<file path="src/include/pldc_map.svh">
// pldc_map.svh: offsets, sizes and counts of the configurable logic cell
// assumes: included by the package and by any file that needs raw numbers
`ifndef PLDC_MAP_SVH
`define PLDC_MAP_SVH

// working register indices on the register port
`define PLDC_REG_ACC0    3'h0
`define PLDC_REG_ACC1    3'h1
`define PLDC_REG_OPND0   3'h2
`define PLDC_REG_OPND1   3'h3
`define PLDC_REG_QUEUE0  3'h4
`define PLDC_REG_QUEUE1  3'h5

// datapath sizes
`define PLDC_DATA_W      8
`define PLDC_MSB_W       3
`define PLDC_CFG_WORDS   8
`define PLDC_CFG_AW      3
`define PLDC_CFG_W       16
`define PLDC_ROUTE_OUTS  6
`define PLDC_COND_W      16
`define PLDC_COND_SEL_W  4

// logic array sizes
`define PLDC_PLA_IN      12
`define PLDC_PLA_TERMS   8
`define PLDC_PLA_OUT     4

// queue sizes
`define PLDC_Q_DEPTH     4
`define PLDC_Q_AW        2
`define PLDC_Q_CW        3

// reset value of every working register
`define PLDC_REG_RESET   8'h00

`endif

</file>
<file path="src/include/pldc_pkg.sv">
// pldc_pkg: types shared by the configurable logic cell and its leaves
// assumes: pldc_map.svh is reachable on the include path
`include "pldc_map.svh"

package pldc_pkg;

   // alu operations
   typedef enum logic [2:0] {
      pldc_op_inc, pldc_op_dec, pldc_op_add, pldc_op_sub,
      pldc_op_and, pldc_op_or, pldc_op_xor, pldc_op_pass
   } pldc_op_type;

   // post-alu shift stage
   typedef enum logic [1:0] {
      pldc_sh_none, pldc_sh_left, pldc_sh_right, pldc_sh_swap
   } pldc_shift_type;

   // one word of the per-cycle configuration ram, 16 bits
   typedef struct packed {
      logic           q1_go;    // advance queue one
      logic           q0_go;    // advance queue zero
      logic           crc_en;   // crc / sequence step instead of alu
      logic           mask_en;  // apply or mask
      logic           cin_en;   // take carry from neighbour
      logic [1:0]     dest;     // bit0 acc zero, bit1 acc one
      pldc_shift_type shift;
      logic [1:0]     src_b;    // 0 acc0, 1 acc1, 2 opnd0, 3 opnd1
      logic [1:0]     src_a;
      pldc_op_type    op;
   } pldc_cfg_word_type;

   // static datapath setup
   typedef struct packed {
      logic [`PLDC_MSB_W-1:0]  msb;
      logic [7:0]              or_mask;
      logic [7:0]              cmp_mask0;
      logic [7:0]              cmp_mask1;
      logic [1:0]              cmp_sel0;
      logic [1:0]              cmp_sel1;
      logic [7:0]              poly;
      logic [1:0]              q_out;     // per queue: 1 output buffer
      logic                    q_cap_alu; // output queues capture alu
      logic                    q_ld_acc;  // input queues load accumulators
      logic                    chain_eq;  // fold neighbour equality in
      logic [`PLDC_ROUTE_OUTS-1:0][`PLDC_COND_SEL_W-1:0] out_sel;
   } pldc_ctrl_type;

   // logic array setup
   typedef struct packed {
      logic [`PLDC_PLA_TERMS-1:0][`PLDC_PLA_IN-1:0]  use_t;
      logic [`PLDC_PLA_TERMS-1:0][`PLDC_PLA_IN-1:0]  use_c;
      logic [`PLDC_PLA_OUT-1:0][`PLDC_PLA_TERMS-1:0] or_sel;
      logic [`PLDC_PLA_OUT-1:0]                      reg_out;
   } pldc_pla_cfg_type;

   // register port request
   typedef struct packed {
      logic        sel;
      logic        wr;
      logic        rd;
      logic [2:0]  addr;
      logic [7:0]  wdata;
   } pldc_bus_req_type;

   // state of one logic array
   typedef struct packed {
      logic [`PLDC_PLA_OUT-1:0] out;
   } pldc_pla_state_type;

   // state of one queue
   typedef struct packed {
      logic [`PLDC_Q_DEPTH-1:0][7:0] mem;
      logic [`PLDC_Q_AW-1:0]         wp;
      logic [`PLDC_Q_AW-1:0]         rp;
      logic [`PLDC_Q_CW-1:0]         cnt;
      logic [7:0]                    head;
   } pldc_queue_state_type;

   // state of the cell
   typedef struct packed {
      logic [7:0]                     acc0;
      logic [7:0]                     acc1;
      logic [7:0]                     opnd0;
      logic [7:0]                     opnd1;
      logic [7:0]                     rdata;
      logic [`PLDC_ROUTE_OUTS-1:0]    route;
   } pldc_cell_state_type;

endpackage

</file>
<file path="src/rtl/pldc_logic_array.sv">
// pldc_logic_array: product-term array, 12 inputs, 8 terms, 4 outputs
// assumes: inputs come from routing on the same clock, setup held static
`timescale 1ns/10ps
module pldc_logic_array #(
   parameter int NIN  = `PLDC_PLA_IN,
   parameter int NPT  = `PLDC_PLA_TERMS,
   parameter int NOUT = `PLDC_PLA_OUT
) (
   // clock and reset
   input  wire logic                      clk,
   input  wire logic                      nrst,
   // setup and routed inputs
   input  wire pldc_pkg::pldc_pla_cfg_type cfg,
   input  wire logic [NIN-1:0]            pin,
   // outputs to routing
   output logic [NOUT-1:0]                pout
);
   import pldc_pkg::*;

   pldc_pla_state_type st_q;
   pldc_pla_state_type st_d;
   logic [NPT-1:0]     term;
   logic [NOUT-1:0]    sum;

   // terms and sums; a term with no input stays low
   always_comb begin
      for (int p = 0; p < NPT; p++) begin
         term[p] = |(cfg.use_t[p] | cfg.use_c[p]) &
                   &((pin | ~cfg.use_t[p]) & (~pin | ~cfg.use_c[p]));
      end
      for (int o = 0; o < NOUT; o++) begin
         sum[o] = |(term & cfg.or_sel[o]);
      end
      st_d     = st_q;
      st_d.out = sum;
   end

   always_ff @(posedge clk or negedge nrst) begin
      if (!nrst) begin
         st_q <= '0;
      end else begin
         st_q <= st_d;
      end
   end

   assign pout = (cfg.reg_out & st_q.out) | (~cfg.reg_out & sum);
endmodule

</file>
<file path="src/rtl/pldc_queue.sv">
// pldc_queue: four-byte queue, head held in a register
// assumes: one-cycle push and pop strobes on clk
`timescale 1ns/10ps
module pldc_queue (
   // clock and reset
   input  wire logic       clk,
   input  wire logic       nrst,
   // filling side
   input  wire logic       push,
   input  wire logic [7:0] din,
   // draining side
   input  wire logic       pop,
   output logic [7:0]      head,
   // status
   output logic            empty,
   output logic            full
);
   import pldc_pkg::*;

   pldc_queue_state_type st_q;
   pldc_queue_state_type st_d;
   logic                 do_push;
   logic                 do_pop;

   assign empty   = (st_q.cnt == 3'h0);
   assign full    = (st_q.cnt == 3'(`PLDC_Q_DEPTH));
   assign do_pop  = pop & ~empty;
   assign do_push = push & (~full | do_pop);

   // head taken from next state so back-to-back pops see fresh data
   always_comb begin
      st_d = st_q;
      if (do_push) begin
         st_d.mem[st_q.wp] = din;
         st_d.wp           = st_q.wp + 2'h1;
      end
      if (do_pop) begin
         st_d.rp = st_q.rp + 2'h1;
      end
      st_d.cnt  = st_q.cnt + 3'(do_push) - 3'(do_pop);
      st_d.head = st_d.mem[st_d.rp];
   end

   always_ff @(posedge clk or negedge nrst) begin
      if (!nrst) begin
         st_q <= '0;
      end else begin
         st_q <= st_d;
      end
   end

   assign head = st_q.head;
endmodule

</file>
<file path="src/rtl/pldc_cell.sv">
// pldc_cell: logic cell, two arrays plus 8-bit datapath
// assumes: all inputs on clk; setup held static
// Behaviour
// - each logic array takes 12 routed inputs, any usable by every term
// - a product term ands one to twelve inputs, true or inverted each
// - each array output ors one to eight terms, same width for all
// - each array output is selectable combinational or registered
// - the cell holds two independent logic arrays and one datapath
// - single-cycle 8-bit alu with compare and condition logic
// - six working registers readable by cpu or dma, writable except a queue set as output buffer
// - accumulators feed the alu, take its result, and feed compares
// - operand registers feed alu and compares, never take results
// - two four-byte queues load registers or capture accumulators or alu
// - each queue set alone as input or output buffer
// - queue status is selectable onto the routing outputs
// - eight 16-bit configuration words, picked each cycle by routed address
// - alu does increment, decrement, add, subtract, and, or, xor, pass
// - after the alu: shift left, shift right, nibble swap, or mask
// - two masked comparators over selectable register pairs
// - zero, all-ones, overflow detected; chosen conditions drive routing
// - programmable most significant bit for arithmetic and shifts
// - one crc or sequence step per cycle, programmable polynomial, width
// - carries, shift data and comparator zero equality chain to neighbour cells
`timescale 1ns/10ps
module pldc_cell (
   // clock and reset
   input  wire logic                                  clk,
   input  wire logic                                  nrst,
   // register port from the system bus
   input  wire pldc_pkg::pldc_bus_req_type            bus_req,
   output logic [7:0]                                 bus_rdata,
   // static setup
   input  wire pldc_pkg::pldc_pla_cfg_type            pla0_cfg,
   input  wire pldc_pkg::pldc_pla_cfg_type            pla1_cfg,
   input  wire pldc_pkg::pldc_ctrl_type               ctrl,
   input  wire pldc_pkg::pldc_cfg_word_type [`PLDC_CFG_WORDS-1:0] cfg_ram,
   // routing
   input  wire logic [`PLDC_PLA_IN-1:0]               pla0_in,
   input  wire logic [`PLDC_PLA_IN-1:0]               pla1_in,
   output logic [`PLDC_PLA_OUT-1:0]                   pla0_out,
   output logic [`PLDC_PLA_OUT-1:0]                   pla1_out,
   input  wire logic [`PLDC_CFG_AW-1:0]               cfg_addr,
   input  wire logic                                  shift_in,
   output logic [`PLDC_ROUTE_OUTS-1:0]                route_out,
   // chaining to neighbours
   input  wire logic                                  chain_cin,
   input  wire logic                                  chain_sin,
   input  wire logic                                  chain_eq_in,
   output logic                                       chain_cout,
   output logic                                       chain_sout,
   output logic                                       chain_eq_out
);
   import pldc_pkg::*;

   // pick a working register
   function automatic logic [7:0] pick(input logic [1:0] s, input pldc_cell_state_type r);
      case (s)
         2'h0:    pick = r.acc0;
         2'h1:    pick = r.acc1;
         2'h2:    pick = r.opnd0;
         default: pick = r.opnd1;
      endcase
   endfunction

   // compare pairs: acc0/opnd0, acc1/opnd1, acc0/acc1, acc1/opnd0
   function automatic logic [15:0] pair(input logic [1:0] s, input pldc_cell_state_type r);
      case (s)
         2'h0:    pair = {r.acc0, r.opnd0};
         2'h1:    pair = {r.acc1, r.opnd1};
         2'h2:    pair = {r.acc0, r.acc1};
         default: pair = {r.acc1, r.opnd0};
      endcase
   endfunction

   pldc_cell_state_type st_q;
   pldc_cell_state_type st_d;
   pldc_cfg_word_type   w;
   logic [7:0]          msk;
   logic [7:0]          opa;
   logic [7:0]          opb;
   logic [7:0]          addb;
   logic                cin;
   logic [8:0]          sum;
   logic [7:0]          alu;
   logic [7:0]          shf;
   logic [7:0]          res;
   logic                sout;
   logic                cout;
   logic                ovf;
   logic                fb;
   logic [15:0]         p0;
   logic [15:0]         p1;
   logic                eq0;
   logic                lt0;
   logic                eq1;
   logic                lt1;
   logic [`PLDC_COND_W-1:0] cond;
   logic [1:0]          q_push;
   logic [1:0]          q_pop;
   logic [7:0]          q_din [2];
   logic [7:0]          q_head [2];
   logic [1:0]          q_empty;
   logic [1:0]          q_full;
   logic                bus_wr;
   logic                bus_rd;

   pldc_logic_array u_pla0 (
      .clk  (clk),
      .nrst (nrst),
      .cfg  (pla0_cfg),
      .pin  (pla0_in),
      .pout (pla0_out)
   );

   pldc_logic_array u_pla1 (
      .clk  (clk),
      .nrst (nrst),
      .cfg  (pla1_cfg),
      .pin  (pla1_in),
      .pout (pla1_out)
   );

   assign w = cfg_ram[cfg_addr];

   assign msk = 8'hff >> (3'h7 - ctrl.msb);

   // operand select and adder
   always_comb begin
      opa = pick(w.src_a, st_q) & msk;
      opb = pick(w.src_b, st_q) & msk;
      cin = w.cin_en ? chain_cin : 1'b1;
      case (w.op)
         pldc_op_inc: begin
            addb = 8'h00;
         end
         pldc_op_dec: begin
            addb = msk;
            cin  = w.cin_en ? chain_cin : 1'b0;
         end
         pldc_op_add: begin
            addb = opb;
            cin  = w.cin_en & chain_cin;
         end
         pldc_op_sub: begin
            addb = ~opb & msk;
         end
         default: begin
            addb = 8'h00;
            cin  = 1'b0;
         end
      endcase
      sum = {1'b0, opa} + {1'b0, addb} + {8'h00, cin};
   end

   always_comb begin
      case (w.op)
         pldc_op_and:  alu = opa & opb;
         pldc_op_or:   alu = opa | opb;
         pldc_op_xor:  alu = opa ^ opb;
         pldc_op_pass: alu = opa;
         default:      alu = sum[7:0] & msk;
      endcase
   end

   assign cout = (w.op <= pldc_op_sub) ? sum[{1'b0, ctrl.msb} + 4'h1] : 1'b0;
   assign ovf  = (w.op <= pldc_op_sub) &
                 (opa[ctrl.msb] == addb[ctrl.msb]) & (alu[ctrl.msb] != opa[ctrl.msb]);

   // crc feedback; zero data in gives a sequence
   assign fb = opa[ctrl.msb] ^ (shift_in | chain_sin);

   // shift stage, crc step and or mask
   always_comb begin
      sout = 1'b0;
      case (w.shift)
         pldc_sh_left: begin
            shf  = ((alu << 1) | {7'h00, chain_sin}) & msk;
            sout = alu[ctrl.msb];
         end
         pldc_sh_right: begin
            shf  = (alu >> 1) | ({7'h00, chain_sin} << ctrl.msb);
            sout = alu[0];
         end
         pldc_sh_swap: begin
            shf = {alu[3:0], alu[7:4]};
         end
         default: begin
            shf = alu;
         end
      endcase
      if (w.crc_en) begin
         shf  = ((opa << 1) & msk) ^ (fb ? (ctrl.poly & msk) : 8'h00);
         sout = fb;
      end
      res = w.mask_en ? (shf | ctrl.or_mask) : shf;
   end

   assign p0  = pair(ctrl.cmp_sel0, st_q);
   assign p1  = pair(ctrl.cmp_sel1, st_q);
   assign eq0 = (((p0[15:8] ^ p0[7:0]) & ctrl.cmp_mask0) == 8'h00) &
                (~ctrl.chain_eq | chain_eq_in);
   assign lt0 = (p0[15:8] & ctrl.cmp_mask0) < (p0[7:0] & ctrl.cmp_mask0);
   assign eq1 = ((p1[15:8] ^ p1[7:0]) & ctrl.cmp_mask1) == 8'h00;
   assign lt1 = (p1[15:8] & ctrl.cmp_mask1) < (p1[7:0] & ctrl.cmp_mask1);

   assign cond = {q_full[1], q_empty[1], q_full[0], q_empty[0],
                  fb, sout, ovf, cout,
                  (st_q.acc1 & msk) == msk, (st_q.acc0 & msk) == msk,
                  (st_q.acc1 & msk) == 8'h00, (st_q.acc0 & msk) == 8'h00,
                  lt1, eq1, lt0, eq0};

   // chain outputs, combinational so wide sums settle
   assign chain_cout   = cout;
   assign chain_sout   = sout;
   assign chain_eq_out = eq0;

   // bus strobes
   assign bus_wr = bus_req.sel & bus_req.wr;
   assign bus_rd = bus_req.sel & bus_req.rd;

   always_comb begin
      for (int i = 0; i < 2; i++) begin
         logic go;
         logic hit;
         go  = (i == 0) ? w.q0_go : w.q1_go;
         hit = bus_req.addr == (`PLDC_REG_QUEUE0 + 3'(i));
         if (ctrl.q_out[i]) begin
            q_push[i] = go;
            q_pop[i]  = bus_rd & hit;
         end else begin
            q_push[i] = bus_wr & hit;
            q_pop[i]  = go;
         end
         if (!ctrl.q_out[i]) begin
            q_din[i] = bus_req.wdata;
         end else if (ctrl.q_cap_alu) begin
            q_din[i] = res;
         end else begin
            q_din[i] = (i == 0) ? st_q.acc0 : st_q.acc1;
         end
      end
   end

   pldc_queue u_q0 (
      .clk   (clk),
      .nrst  (nrst),
      .push  (q_push[0]),
      .din   (q_din[0]),
      .pop   (q_pop[0]),
      .head  (q_head[0]),
      .empty (q_empty[0]),
      .full  (q_full[0])
   );

   pldc_queue u_q1 (
      .clk   (clk),
      .nrst  (nrst),
      .push  (q_push[1]),
      .din   (q_din[1]),
      .pop   (q_pop[1]),
      .head  (q_head[1]),
      .empty (q_empty[1]),
      .full  (q_full[1])
   );

   // next state: bus write beats queue load beats alu result
   always_comb begin
      logic ld0;
      logic ld1;
      ld0  = ~ctrl.q_out[0] & w.q0_go & ~q_empty[0];
      ld1  = ~ctrl.q_out[1] & w.q1_go & ~q_empty[1];
      st_d = st_q;
      if (w.dest[0]) begin
         st_d.acc0 = res;
      end
      if (w.dest[1]) begin
         st_d.acc1 = res;
      end
      if (ld0 && ctrl.q_ld_acc) begin
         st_d.acc0 = q_head[0];
      end else if (ld0) begin
         st_d.opnd0 = q_head[0];
      end
      if (ld1 && ctrl.q_ld_acc) begin
         st_d.acc1 = q_head[1];
      end else if (ld1) begin
         st_d.opnd1 = q_head[1];
      end
      if (bus_wr) begin
         case (bus_req.addr)
            `PLDC_REG_ACC0:  st_d.acc0  = bus_req.wdata;
            `PLDC_REG_ACC1:  st_d.acc1  = bus_req.wdata;
            `PLDC_REG_OPND0: st_d.opnd0 = bus_req.wdata;
            `PLDC_REG_OPND1: st_d.opnd1 = bus_req.wdata;
            default:         st_d.acc0  = st_d.acc0;
         endcase
      end
      if (bus_rd) begin
         case (bus_req.addr)
            `PLDC_REG_ACC0:   st_d.rdata = st_q.acc0;
            `PLDC_REG_ACC1:   st_d.rdata = st_q.acc1;
            `PLDC_REG_OPND0:  st_d.rdata = st_q.opnd0;
            `PLDC_REG_OPND1:  st_d.rdata = st_q.opnd1;
            `PLDC_REG_QUEUE0: st_d.rdata = q_head[0];
            `PLDC_REG_QUEUE1: st_d.rdata = q_head[1];
            default:          st_d.rdata = 8'h00;
         endcase
      end
      for (int i = 0; i < `PLDC_ROUTE_OUTS; i++) begin
         st_d.route[i] = cond[ctrl.out_sel[i]];
      end
   end

   always_ff @(posedge clk or negedge nrst) begin
      if (!nrst) begin
         st_q <= '0;
      end else begin
         st_q <= st_d;
      end
   end

   assign bus_rdata = st_q.rdata;
   assign route_out = st_q.route;
endmodule

</file>
<file path="config.mk">
export PLATFORM = sky130hd
export DESIGN_NAME = pldc_cell
export DESIGN_NICKNAME = d
export VERILOG_FILES = /design/src/include/pldc_pkg.sv /design/src/rtl/pldc_logic_array.sv /design/src/rtl/pldc_queue.sv /design/src/rtl/pldc_cell.sv
export VERILOG_INCLUDE_DIRS = /design/src /design/src/include
export SDC_FILE = /design/constraint.sdc
export NUM_CORES = 1
export LEC_CHECK = 0
export ABC_AREA = 1
export BUFFER_PORTS_ARGS = -buffer_cell sky130_fd_sc_hd__buf_2
export CORE_AREA = 2 2 282 284
export CTS_CLUSTER_SIZE = 12
export DETAILED_ROUTE_END_ITERATION = 6
export DIE_AREA = 0 0 284 286
export GPL_TIMING_DRIVEN = 0
export PLACE_DENSITY_LB_ADDON = 0.05
export SLEW_MARGIN = 30
export SYNTH_ARGS = -nofsm -noshare
export SYNTH_HDL_FRONTEND = slang
export SYNTH_HIERARCHICAL = 1
export SYNTH_SLANG_ARGS = --single-unit
</file>
<file path="constraint.sdc">
create_clock -name clk -period 7.4 [get_ports clk]
set_input_delay 1.11 -clock clk [delete_from_list [all_inputs] [get_ports clk]]
set_output_delay 1.11 -clock clk [all_outputs]
set_load 0.05 [all_outputs]
</file>
After elaboration in Yosys (flattened, before gate mapping)

Index checks and enable logic that the tools add are counted.

Output and inout port bits: 25
Bits in registers: 148
Logic and storage cells: 401

Bitwise gates (word level): 185
Multiplexer cells: 74
$add $sub $neg: 12
Reduce and logical (&&, ||, !) cells: 57
Order comparisons: 18
Equality and inequality tests: 29
Shift-type cells: 2

Operator list:

| operator                                                    | count |
|---|---|
| bitwise OR 12 bit                                           | 48 |
| NOT 12 bit                                                  | 34 |
| bitwise AND 12 bit                                          | 16 |
| bitwise AND 8 bit                                           | 24 |
| AND reduction 12 bit                                        | 16 |
| OR reduction 12 bit                                         | 16 |
| 2-to-1 mux 8 bit                                            | 23 |
| one-hot mux 16 bit (3 select lines)                         | 2 |
| one-hot mux 8 bit (3 select lines)                          | 4 |
| 2-to-1 mux 34 bit                                           | 2 |
| bitwise mux 32 bit                                          | 2 |
| OR reduction 8 bit                                          | 8 |
| binary-select mux 16 bit (select 3 bit)                     | 1 |
| one-hot mux 8 bit (6 select lines)                          | 1 |
| less-than comparator 4 x 5 -> 1 bit (second input constant) | 7 |
| bitwise AND 1 bit                                           | 34 |
| binary-select mux 8 bit (select 2 bit)                      | 2 |
| demux 8 bit (select 2 bit)                                  | 2 |
| zero test 8 bit                                             | 4 |
| 2-to-1 mux 32 bit                                           | 1 |
| one-hot mux 8 bit (4 select lines)                          | 1 |
| bitwise XOR 8 bit                                           | 4 |
| binary-select mux 1 bit (select 4 bit)                      | 7 |
| equality test 3 bit (second input constant)                 | 8 |
| 41 further kinds                                            | 110 |

Logic depth before layout (Yosys ltp)

Gate-level depths: netlist of run 1.

Word-level depth: 24
Mapped depth: 41
Depth with buffers taken out: 39

Cells and area by module

Netlist of run 1, hierarchy kept.

Modules (own cells, without submodules):

| module            | times used | cells an instance | area each (µm²) |
|---|---|---|---|
| pldc_cell         | 1          | 1761              | 9748.1 |
| pldc_logic_array  | 2          | 611               | 2630.0 |
| pldc_queue (u_q0) | 1          | 361               | 2728.9 |
| pldc_queue (u_q1) | 1          | 371               | 2720.1 |

Least setup slack after synthesis of run 1

OpenSTA, ideal clock, no wires.

Path type: input-to-output
From: input cfg_addr[0]
To: output chain_sout
Stages on the path: 30
Data required time: 6.290 ns
Arrival time: 4.891 ns
Path buffers: 5
Setup slack: 1.399 ns
Cell sequence: inv_2 > buf_6 > buf_6 > buf_2 > buf_1 > clkbuf_1 > o21ai_0 > o22ai_1 > nand2_1 > a21oi_1 > nand3b_1 > inv_1 > fa_1 > inv_1 > fa_1 > o21ai_0 > nand2_1 > nand2_1 > a21o_1 > nand2_1 > nand3_1 > nand2_1 > nand3_1 > nand3_1 > nand3_1 > nand2_1 > nand2_1 > nand2_1 > nand2_2 > nand2_1

Longest elaborated chain between the ends: 16
Elaborated cells between the ends (all ways): 44
Those cells by class: add/sub (2); eq/ne (13); mux (15); bitwise (10); reduce/logical (4)

Ends and longest elaborated chain:

| what                                        | RTL line         | RTL |
|---|---|---|
| start: declaration                          | pldc_cell.sv:42  | `` input wire logic [`PLDC_CFG_AW-1:0] cfg_addr, `` |
| binary-select mux 16 bit (select 3 bit) *   | pldc_cell.sv:123 | `assign w = cfg_ram[cfg_addr];` |
| 2-to-1 mux 16 bit (not written as such) *   | pldc_cell.sv:123 |  |
| equality test 2 bit (tied with other cells) | pldc_cell.sv:57  | `case (s)` |
| one-hot mux 8 bit (3 select lines)          | pldc_cell.sv:57  |  |
| bitwise AND 8 bit                           | pldc_cell.sv:130 | `opb = pick(w.src_b, st_q) & msk;` |
| NOT 8 bit                                   | pldc_cell.sv:145 | `addb = ~opb & msk;` |
| bitwise AND 8 bit                           | pldc_cell.sv:145 |  |
| one-hot mux 8 bit (3 select lines)          | pldc_cell.sv:132 | `case (w.op)` |
| adder 8 x 8 -> 9 bit                        | pldc_cell.sv:152 | `sum = {1'b0, opa} + {1'b0, addb} + {8'h00, cin};` |
| adder 9 x 1 -> 9 bit                        | pldc_cell.sv:152 |  |
| bitwise AND 8 bit                           | pldc_cell.sv:161 | `default: alu = sum[7:0] & msk;` |
| one-hot mux 8 bit (4 select lines)          | pldc_cell.sv:156 | `case (w.op)` |
| binary-select mux 1 bit (select 3 bit)      | pldc_cell.sv:178 | `sout = alu[ctrl.msb];` |
| 2-to-1 mux 1 bit (not written as such)      | pldc_cell.sv:178 |  |
| one-hot mux 1 bit (2 select lines)          | pldc_cell.sv:175 | `case (w.shift)` |
| 2-to-1 mux 1 bit *                          | pldc_cell.sv:191 | `if (w.crc_en) begin` |
| end: declaration                            | pldc_cell.sv:50  | `output logic chain_sout,` |

Every way passes the cells marked *; elsewhere a longest branch is shown, timed or not. The select of a mux whose other input is x is not followed.

Final worst setup path of run 1

Same ends and word-level chain as after synthesis.

==> results of run 1 <==
==> kinds of logic (layout without fill, tap and decap cells) <==
logic type,after synthesis,after routing
flops,148,148
compound gates,550,550
buf+inv,571,1304
simple gates,2372,2372
xor+xnor,12,12
mux,1,1
other cells,0,32
fa+ha+maj,61,61
==> timing repair <==
action,CTS,global route
setup endpoints to repair,5,3
gates cloned,0,0
resized for setup,0,7
==> final cells by class <==
| cell class | instances | area, um2 | share of cell area, % |
|---|---|---|---|
| Multi-Input combinational cell | 2996 | 14100 | 54.3 |
| Sequential cell | 148 | 3700 | 14.2 |
| Timing Repair Buffer | 703 | 3570 | 13.7 |
| Inverter | 414 | 1580 | 6.08 |
| Tap cell | 1050 | 1310 | 5.04 |
| Buffer | 155 | 1040 | 3.98 |
| Clock buffer | 22 | 474 | 1.82 |
| Clock inverter | 10 | 144 | 0.552 |
| Antenna cell | 32 | 80.1 | 0.307 |
==> layout by cell type (no fill, tap or decap), types with 15 or more instances in the layout <==
cell type  instances
dfrtp_1          148
inv_1            373
buf_2            734
nand4_1          104
o22ai_1           29
or2_2             15
buf_6             25
clkbuf_1          34
diode_2           32
inv_2             24
nand2_1         1333
nor2_2            17
o21ai_0          228
ha_1              57
a22oi_1           32
a21oi_1          152
o211ai_1          16
nand3_1          349
o21ai_1           36
nor2_1           460
buf_4             58
nand2_2           32
clkbuf_16         17
==> synthesized netlist by cell type (all sizes together) (2+ instances only) <==
cell type,number,area share [%]
a41oi,2,0.086
a31oi,8,0.24
ha,57,3.5
a221oi,12,0.51
o211ai,18,0.71
xnor2,4,0.17
xor2,8,0.43
o21ai,267,6.6
fa,4,0.39
nor2,487,9.5
nor3,9,0.24
nand2,1376,26
and2,4,0.12
buf,122,4.4
nand4,104,3.2
a32o,2,0.098
o22ai,29,0.89
inv,408,7.6
or2,17,0.52
a21oi,152,3.7
a22oi,32,1.2
nand3,363,9.4
clkbuf,35,0.64
and3,2,0.061
nand3b,8,0.29
clkinv,6,0.11
a21o,3,0.11
o221ai,12,0.51
dfrtp,148,18
o2111ai,8,0.34
==> through the flow <==
step,setup slack (ns),hold WS (ns)
6_report,0.430,0.489
5_1_grt,0.0122,0.510
4_1_cts,0.110,0.489
3_5_place_dp,-0.517,0.472
3_3_place_gp,-0.602,0.477
2_1_floorplan,1.40,0.450
==> sequential cells by signal, indices dropped and copies added (netlist names) <==
register and flops:
u_q1/head 8, route_out 6, st_q 32, u_q1/st_q 39, u_q0/head 8, u_pla0/st_q 4
bus_rdata 8, u_pla1/st_q 4, u_q0/st_q 39
==> worst max-delay path: cells and delay by family <==
kind                     cells  cell delay (ns)
adder cells (fa/ha/maj)      2             0.73
AO/OA/AOI/OAI                2             0.36
AND/OR/NAND/NOR             24             2.75
buffers and inverters        5             0.90
==> power by group <==
part / internal [mW] / switching, mW
Sequential: 1.14 / 0.307
Combinational: 1.17 / 2.40
Clock: 0.560 / 0.392
==> final timing paths <==
path	to	slack [ns]	cells after the start
hold / removal	bus_rdata[3]	0.49	2
setup / recovery	chain_sout	0.43	33
setup reg to reg	u_q0/head[5]	1.73	30
hold reg to reg	bus_rdata[3]	0.49	2
min in group asynchronous	route_out[2]	0.50	1
max in group asynchronous	u_q0/st_q[12]	6.18	2
==> per-layer routing <==
layer	track usage, %	part of all wire, %	vias up
li1	-	-	13500
met1	39.4	41	12800
met2	53.0	46	1227
met3	5.97	7.4	246
met4	14.6	5.0	20
met5	0	0.093	-
==> summary.md, run 1 <==
| Metric | Value |
|---|---|
| Clk_skew | approximately 0.021 ns |
| Cell repeated most along the worst path | nand2_1 |
| Pwr Total | slightly below 6 mW |
| Largest net degree at the start of global routing | just over 60 |
| Yosys warning total | 6 |
| Die span in x | ~280 um |
| Slowest-stage cell, CP | fa_1 |
| DRT Wirelength | between 100000 and 150000 um |
| Final-report hold violation count | 0 |
| Vias per cell | around 5.0 |
| Min-delay src | bus_rdata[3] |
| Fmax | between 100 and 150 MHz |
| Fin crit period | 6.97 ns |
| Final Slew Violations | 0 |
| DR iter-0 viols | around 2500 |
| Setup violators final | 0 |
| Pwr Density | roughly 230 nW/um2 |
| DRC Markers | 0 |
| Yosys cell types | 56 |
| Synth Area in Compound Gates | ~15% |
| Nets | between 5000 and 6000 |
| Sequential share of the synthesized area | between 10% and 20% |
| Hold Buf Count CTS | 0 |
| Placed insts | ~5500 |
| Setup crit start | cfg_addr[0] |
| Area growth from synthesis to layout | 27.4% |
| Initial antenna violation count | 48 |
| Async SR Flop Fraction | 100% |
| EDFF count, synth | 0 |
| Final Cycle Share | between 90% and 100% |
| Layout cell share with drive strength beyond 1 | 22.4% |
| Via count | between 20000 and 30000 |
| Worst Path Arrival | 5.86 ns |
| CORE AREA | around 78000 um2 |
| Die area | about 80000 um2 |
| Worst-path clk slew | around 0.060 ns |
| Adder-Cell Fraction of Synth Area | a little under 4% |
| Yosys reg bits | 148 |
| Crit path kind | in2out |
| Fillers | 9272 |
| Largest stage delay, worst path | roughly 0.46 ns |
| Avg Cell Area, Syn | ~5.5 um2 |
| H-Tree Depth | 4 |
| Endpoint class of the critical path | output pin |
| Gr usage total | a little under a third |
| CP Max Fanout | 10 |
| Drt first pass iters | 6 |
| CTS Buf Count | 17 |
| # Post-CTS Setup Buffers | 0 |
| Critical R2R Launch | st_q[38] |
| Simple logic cell fraction of the synthesized area | 49.4% |
| Rows | about 100 |
| I/O Pins | between 700 and 800 |
| Finished Core Util | between 30% and 40% |
| Netlist Area Pre-Place | roughly 20000 um2 |
| Max Cap Viol | 0 |
| P_leak | between 10 and 15 nW |
| Startpoint types | primary input |
| First-pass GRT wire length | 187000 um |
| Outcome | completed |
| Worst Max-Slew Pin Slew | 0.935 ns |
| RSZ-0062 raised after global routing | false |
| Req. time, crit path | about 6.3 ns |
| Number of global-route vias before repair | roughly 27000 |
| Clk root buf | clkbuf_16 |
| Routed length per placed instance | ~24 um |
| Cell count after synthesis | roughly 3700 |
| Cell Count, Final, Fillers Out | between 5000 and 6000 |
| Primary FF master, synth | dfrtp_1 |
| Port Buffers | 701 |
| Final HPWL DP | about 110000 um |
| CTS tree | built |
| Max Root-Sink Buffers | 2 |
| Post-route design area | between 20000 and 30000 um2 |
| Die Height | ~290 um |
| Type of the most critical hold path | reg2reg |
| DP Area | 25300 um2 |
| XOR/XNOR share of the synthesized area | 0.606% |
| Mux contribution to synthesized area | less than 1% |
| Relative slew slack | a little under two fifths |
| Worst VDD drop | roughly 0.00019 V |
| DRT antenna net count | 0 |
| Later-pin clock latency in the skew report | 0.49 ns |
| Largest family of logic cells by synthesized area | simple AND/OR/NAND/NOR gates |
| Syn Nets | 4475 |
| Post-route setup TNS | 0 ns |
| Total grt overflow | 0 |
| Clk sinks | between 100 and 150 |
| RePlAce Congestion | roughly 1.1 |
| Starting Density | a little over a quarter |
(Power assumes the default switching activity.)
==> run 2: changes to the inputs <==
- REMOVE_ABC_BUFFERS: unset -> 1
==> summary.md, run 2 (synthesis gave the netlist of run 1 again) <==
| Metric | Value |
|---|---|
| RSZ-0062 raised after global routing | false |
| Vias per cell | 4.95 (-1.5%) |
| Cell Count, Final, Fillers Out | 5403 (-2.3%) |
| Area of the multi-input gates | 14200 um2 (+0.30%) |
| Post-cts sizing count | 6 (+6) |
| Routed length per placed instance | 23.0 um (-4.2%) |
| Area growth from synthesis to layout | 23.8% |
| Final HPWL DP | 104000 um (-8.6%) |
| Gr usage total | 29.8% (-1.9 points) |
| Max Root-Sink Buffers | 2 (unchanged) |
| Worst Max-Slew Pin Slew | 0.971 ns (+0.0355 ns) |
| H-Tree Depth | 4 (unchanged) |
| DRT antenna net count | 0 (unchanged) |
| Later-pin clock latency in the skew report | 0.48 ns (about the same) |
| CORE AREA | 78400 um2 (unchanged) |
| Endpoint class of the critical path | output pin |
| Number of global-route vias before repair | 25700 (-3.9%) |
| Max Cap Viol | 0 (unchanged) |
| Worst Path Arrival | 5.89 ns (+0.03 ns) |
| Relative slew slack | 35.2% (-1.9 points) |
| Nets | 5064 (-2.5%) |
| Largest stage delay, worst path | 0.62 ns (+0.16 ns) |
| Rows | 103 (unchanged) |
| Initial antenna violation count | 68 (+42%) |
| P_leak | 13.7 nW (-3.4%) |
| Startpoint types | primary input |
| DP Area | 24500 um2 (-3.3%) |
| Fmax | 143 MHz (-0.46%) |
| DRT Wirelength | 125000 um (-6.4%) |
| Final Cycle Share | 94.6% (+0.43 points) |
| DR iter-0 viols | 2125 (-14%) |
| Total grt overflow | 0 (unchanged) |
| Req. time, crit path | 6.29 ns (about the same) |
| Port Buffers | 723 (+3.1%) |
| Met1 track demand over resource | 36.5% (-2.9 points) |
| Clk root buf | clkbuf_16 |
| CTS tree | built |
| Busiest grt layer | met2 |
| Slowest-stage cell, CP | nor2_1 |
| Drt first pass iters | 6 (unchanged) |
| Crit path buf inv count | 7 (+2) |
| Fillers | 9267 (-0.054%) |
| Hold Buf Count CTS | 0 (unchanged) |
| Die span in x | 284 um (unchanged) |
| Die area | 81200 um2 (unchanged) |
| First-pass GRT wire length | 177000 um (-5.5%) |
| CP Max Fanout | 21 (+11) |
| Most frequent cells in the layout | nand2_1, buf_2, nor2_1 |
| Via count | 26800 (-3.7%) |
| Fin Hold WS | 0.491 ns (+0.00189 ns) |
| Outcome | completed |
| Cell family with most CP delay | simple AND/OR/NAND/NOR gates |
| Starting Density | 26.1% (unchanged) |
| Type of the most critical hold path | reg2reg |
| Final Slew Violations | 0 (unchanged) |
| Final-report hold violation count | 0 (unchanged) |
| Crit path kind | in2out |
| Largest net degree at the start of global routing | 66 (+8.2%) |
| Cell repeated most along the worst path | nand2_1 |
| Die Height | 286 um (unchanged) |
| Clk_skew | 0.0172 ns (-0.00408 ns) |
| DRC Markers | 0 (unchanged) |
| M3 GR Usage | 5.91% (-0.064 points) |
| Placed insts | 5335 (-2.4%) |
| Top Registers | u_q0/st_q: 39 flops, u_q1/st_q: 39 flops, st_q: 32 flops |
| Commonest non-fill, non-tap cell in the layout | nand2_1 |
| I/O Pins | 724 (unchanged) |
| CTS Buf Count | 17 (unchanged) |
| Met2 Use GR | 51.0% (-2.1 points) |
| # Post-CTS Setup Buffers | 0 (unchanged) |
| Post-route design area | 25300 um2 (-2.8%) |
| Reg area | 3700 um2 (unchanged) |
| Setup violators final | 0 (unchanged) |
| Fin crit period | 7.00 ns (+0.0320 ns) |
| Layout cell share with drive strength beyond 1 | 21.1% (-1.3 points) |
| RePlAce Congestion | 0.959 (-9.6%) |
| Worst VDD drop | 0.000165 V (-13%) |
| Clk sinks | 148 (unchanged) |
| Worst-path clk slew | 0.07 ns (about the same) |
| FF-to-FF setup slack | 2.06 ns (+0.33 ns) |
| Pwr Density | 227 nW/um2 (-0.88%) |
[run 2: cell types whose count changed in the layout (fill, tap and decap cells not counted), sizes merged]
cell / previous run / this run
clkbuf: 57 / 19
diode: 32 / 36
inv: 411 / 414
buf: 823 / 726
clkinv: 10 / 8
clkinvlp: 0 / 2
bufinv: 3 / 4
[run 2: final timing paths]
check	from	to	depth (start not counted)
worst max-delay path	ctrl[65]	chain_sout	27
worst min-delay path	bus_rdata[3]	bus_rdata[3]	2
worst max register to register	st_q[38]	u_q1/head[5]	31
worst min register to register	bus_rdata[3]	bus_rdata[3]	2
max in group asynchronous	nrst	u_pla1/st_q[3]	3
min in group asynchronous	nrst	route_out[5]	1
[run 2: where the power goes]
part / switching (mW) / leakage [nW] / internal [mW]
clock network: 0.418 / 0.316 / 0.583
registers: 0.387 / 1.85 / 1.14
logic: 2.20 / 11.5 / 1.03
total: 3.00 / 13.7 / 2.75
[run 2: layer usage]
metal  share of wire (%)  wire [um]
met2                  47      59100
met1                  41      51400
met5                0.17        207
met4                 4.2       5180
met3                 7.0       8690
[run 2: tightest hold or removal path: cells and delay by family, from the launching register on]
family           cells  cell delay [ns]
and+or+nand+nor      2             0.11
DFF                  1             0.35
[run 2: area by class of cell]
type	count	area share (%)
Antenna cell	36	0.356
Clock buffer	18	1.73
Clock inverter	14	0.835
Inverter	414	6.35
Multi-Input combinational cell	2996	56.1
Sequential cell	148	14.6
Tap cell	1050	5.19
Timing Repair Buffer	727	14.9
[run 2: stage by stage]
step | utilization (%) | worst slack (ns) | total power, mW | TNS (ns)
after floorplan | - | 1.38 | 3.39 | 0
after global placement | 31.1 | -2.38 | 4.72 | -148.87
after detailed placement | 31.3 | -0.771 | 4.73 | -26.13
after CTS | 32.1 | 0.0104 | 5.76 | 0
after global routing | 32.3 | 0.0460 | 6.23 | 0
final | 32.3 | 0.398 | 5.75 | 0
==> run 3: changes to the inputs <==
- ABC_AREA: 1 -> unset
- CORE_AREA: 2 2 282 284 -> 2 2 279 281
- CTS_BUF_LIST: unset -> sky130_fd_sc_hd__clkbuf_8
- DIE_AREA: 0 0 284 286 -> 0 0 281 283
==> summary.md, run 3 <==
| Metric | Value |
|---|---|
| RePlAce Congestion | 1.00 (+4.6%) |
| Reg2reg end | u_q1/head[7] |
| Endpoint class of the critical path | output pin |
| Fin crit period | 7.16 ns (+0.159 ns) |
| Fin Hold WS | 0.408 ns (-0.0825 ns) |
| Clk_skew | 0.0345 ns (+0.0173 ns) |
| Initial antenna violation count | 25 (-63%) |
| P_leak | 10.9 nW (-20%) |
| Final Cycle Share | 96.8% (+2.1 points) |
| Req. time, crit path | 6.29 ns (about the same) |
| Worst-path clk slew | 0.13 ns (+0.06 ns) |
| Yosys warning total | 6 (unchanged) |
| Mux contribution to synthesized area | 23.4% (+23 points) |
| Vias per cell | 5.67 (+14%) |
| Crit path buf inv count | 3 (-4) |
| Adder-Cell Fraction of Synth Area | 4.20% (+0.33 points) |
| First-pass GRT wire length | 170000 um (-4.1%) |
| Cell family with most CP delay | multiplexers |
| Nets | 3566 (-30%) |
| Die area | 79500 um2 (-2.1%) |
| DR iter-0 viols | 1790 (-16%) |
| M3 GR Usage | 5.40% (-0.51 points) |
| CTS Buf Count | 17 (unchanged) |
| RSZ-0062 raised after global routing | false |
| Final HPWL DP | 103000 um (-1.1%) |
| Sequential share of the synthesized area | 19.6% (+1.5 points) |
| I/O Pins | 724 (unchanged) |
| Rows | 102 (-0.97%) |
| Top Registers | u_q0/st_q: 39 flops, u_q1/st_q: 39 flops, st_q: 32 flops |
| Count leader, synth | mux2i_1 |
| Final Slew Violations | 0 (unchanged) |
| Setup violators final | 0 (unchanged) |
| Cell repeated most along the worst path | a21oi_1 |
| Top post-synthesis cells by area | dfrtp_1, mux2i_1, mux4_2 |
| Reg area | 3700 um2 (unchanged) |
| Max Cap Viol | 0 (unchanged) |
| Top-area cell type share of the netlist area | 19.6% (-4.8 points) |
| Logic pwr share | 56.4% (+0.3 points) |
| Met2 Use GR | 49.7% (-1.2 points) |
| CORE AREA | 76700 um2 (-2.1%) |
| Sw power | 3.06 mW (+2.1%) |
| Commonest non-fill, non-tap cell in the layout | buf_2 |
| DRC Markers | 0 (unchanged) |
| Critical R2R Launch | st_q[30] |
| Worst reg-to-reg path cell count | 19 (-39%) |
| Simple logic cell fraction of the synthesized area | 20.0% (-29 points) |
| Total grt overflow | 0 (unchanged) |
| Type of the most critical hold path | in2async |
| Starting Density | 24.6% (-1.5 points) |
| CTS tree | built |
| Number of global-route vias before repair | 22000 (-14%) |
| Met1 track demand over resource | 39.4% (+2.9 points) |
| Yosys reg bits | 148 (unchanged) |
| Pwr Total | 5.94 mW (+3.3%) |
| Final-report hold violation count | 0 (unchanged) |
| Area of the multi-input gates | 14000 um2 (-1.5%) |
| Netlist Area Pre-Place | 18900 um2 (-7.7%) |
| Area growth from synthesis to layout | 25.8% |
| Largest stage delay, worst path | 0.62 ns (about the same) |
| Largest net degree at the start of global routing | 66 (unchanged) |
| Max Root-Sink Buffers | 2 (unchanged) |
| Die Height | 283 um (-1.0%) |
| H-Tree Depth | 4 (unchanged) |
| DRT Wirelength | 123000 um (-1.2%) |
| Internal power | 2.87 mW (+4.6%) |
| Commonest cells post-synth | mux2i_1, nand2_1, dfrtp_1 |
| Cell count after synthesis | 2231 (-40%) |
| Sw Ratio | 51.6% (-0.59 points) |
| Crit path kind | in2out |
| Cell Chain, Critical Path | buf_16, mux2i_1, mux4_2, mux2_4, mux2_2, a21oi_1, nor3_2, fa_2, inv_1, fa_1, nor2b_1, o31a_1, o21ai_1, a21boi_0, or3_1, a221oi_2, a21oi_1, nand4_1, and4b_4, a21o_1, clkbuf_4 |
| Slowest-stage cell, CP | mux4_2 |
| Pwr Density | 250 nW/um2 (+10%) |
| Gr usage total | 30.0% (+0.19 points) |
| Sequential power share | 31.1% (+4.6 points) |
| Most frequent cells in the layout | buf_2, mux2i_1, nand2_1 |
| Relative slew slack | 29.2% (-6.0 points) |
| Worst Max-Slew Pin Slew | 1.06 ns (+0.0916 ns) |
| Primary FF master, synth | dfrtp_1 |
| Async SR Flop Fraction | 100% (unchanged) |
| Outcome | completed |
| Port Buffers | 723 (unchanged) |
| EDFF count, synth | 0 (unchanged) |
| FF-to-FF setup slack | 1.11 ns (-0.95 ns) |
| CP Max Fanout | 37 (+76%) |
| Clk sinks | 148 (unchanged) |
| Clk root buf | clkbuf_8 |
| Fillers | 8331 (-10%) |
| Worst Path Arrival | 6.05 ns (+0.16 ns) |
| Synth Area in Compound Gates | 23.7% (+8.5 points) |
| Avg Cell Area, Syn | 8.46 um2 (+54%) |
| Layout cell share with drive strength beyond 1 | 34.2% (+13 points) |
| XOR/XNOR share of the synthesized area | 1.62% (+1.0 points) |
| Busiest grt layer | met2 |
| Largest family of logic cells by synthesized area | compound AO/OA/AOI/OAI gates |
| Via count | 21900 (-18%) |
| Clock power share | 12.5% (-4.9 points) |
| Later-pin clock latency in the skew report | 0.57 ns (+0.09 ns) |
| Synth area leader | dfrtp_1 |
| Fmax | 140 MHz (-2.2%) |
| DRT antenna net count | 0 (unchanged) |
| Die span in x | 281 um (-1.1%) |
| Startpoint types | primary input |
| Routed length per placed instance | 31.8 um (+38%) |
| Yosys cell types | 91 (+63%) |
| Worst VDD drop | 0.000138 V (-16%) |
| Drt first pass iters | 6 (unchanged) |
[run 3: changes by cell type after synthesis, sizes merged, moves of 52 or more]
cell and delta:
a21oi -87, clkbuf +63, inv -317, mux2i +306, nand2 -1203, nand3 -259
nand4 -52, nor2 -401, nor4 +98, o21ai -135
[run 3: what timing repair did]
| item | in CTS | in global routing |
|---|---|---|
| buffers inserted | 8 | 1 |
| endpoints found under the hold margin | 0 | 0 |
| gates resized for setup | 17 | 17 |
| pin swaps | 0 | 1 |
| endpoints found under the setup margin | 22 | 11 |
| hold buffers | 0 | 0 |
| cloned | 0 | 1 |
[run 3: cell families (layout without fill, tap and decap cells)]
family,count (synthesis),count (layout)
adder cells (fa/ha/maj),61,61
AO/OA/AOI/OAI,633,633
AND/OR/NAND/NOR,699,699
flip-flops,148,148
multiplexers,375,375
XOR/XNOR,31,31
buffers and inverters,284,872
other,0,14
[run 3: how the worst max path moves through the flow]
stage                           start           end  slack, ns  cells past startpoint
after floorplan           cfg_addr[1]    chain_sout       0.46                     19
after global placement    cfg_addr[1]  u_q1/head[5]      -2.43                     23
after detailed placement  cfg_addr[1]  u_q0/head[7]      -1.39                     21
after CTS                 cfg_addr[1]  u_q0/head[7]      0.002                     23
after global routing      cfg_addr[1]    chain_cout       0.01                     22
final                     cfg_addr[1]    chain_sout       0.24                     21
[run 3: routing by layer]
metal | up-vias | wire length (um) | share of wire (%)
li1 | 9773 | - | -
met1 | 11000 | 52600 | 43
met2 | 1011 | 58100 | 47
met3 | 143 | 8350 | 6.8
met4 | 14 | 3950 | 3.2
met5 | - | 91 | 0.074
[run 3: layout make-up]
cell class | count | share of cell area [%]
Antenna cell | 14 | 0.148
Clock buffer | 21 | 1.22
Clock inverter | 11 | 0.517
Inverter | 93 | 1.48
Multi-Input combinational cell | 1799 | 58.9
Sequential cell | 148 | 15.6
Tap cell | 1040 | 5.48
Timing Repair Buffer | 747 | 16.6
[run 3: per-stage QoR]
| stage | utilization (%) | worst slack, ns | TNS (ns) | instances | instance area [um2] |
|---|---|---|---|---|---|
| after floorplan | - | 0.458 | 0 | 2040 | 17800 |
| after global routing | 30.9 | 0.0108 | 0 | 3866 | 23700 |
| after detailed placement | 30.0 | -1.39 | -37.55 | 3817 | 23000 |
| after global placement | 29.6 | -2.43 | -144.46 | 3803 | 22700 |
| final | 30.9 | 0.239 | 0 | 3873 | 23700 |
| after CTS | 30.8 | 0.00205 | 0 | 3857 | 23600 |
[run 3: power by group through the flow]
| stage | sequential [mW] | clock, mW | combinational (mW) |
|---|---|---|---|
| finish | 1.84 | 0.743 | 3.35 |
| global route | 1.86 | 0.803 | 3.65 |
| CTS | 1.83 | 0.778 | 3.33 |
| detailed placement | 1.84 | 0 | 3.29 |
| global placement | 1.83 | 0 | 3.22 |
| floorplan | 1.55 | 0 | 2.03 |
[run 3: worst reg2reg max path: stages (launching register included)]
cell and delay (ns):
dfrtp_1 0.70, mux2_4 0.42, mux2_2 0.34, a21oi_1 0.23, nor3_2 0.07, fa_2 0.40
inv_1 0.09, fa_1 0.21, nor2b_1 0.07, o31a_1 0.26, o21ai_1 0.17, a21boi_0 0.19
or3_1 0.44, a22oi_1 0.44, a31oi_1 0.15, o21ai_1 0.43, a211oi_1 0.24, o22ai_1 0.53
mux2i_1 0.21, a2111oi_1 0.52
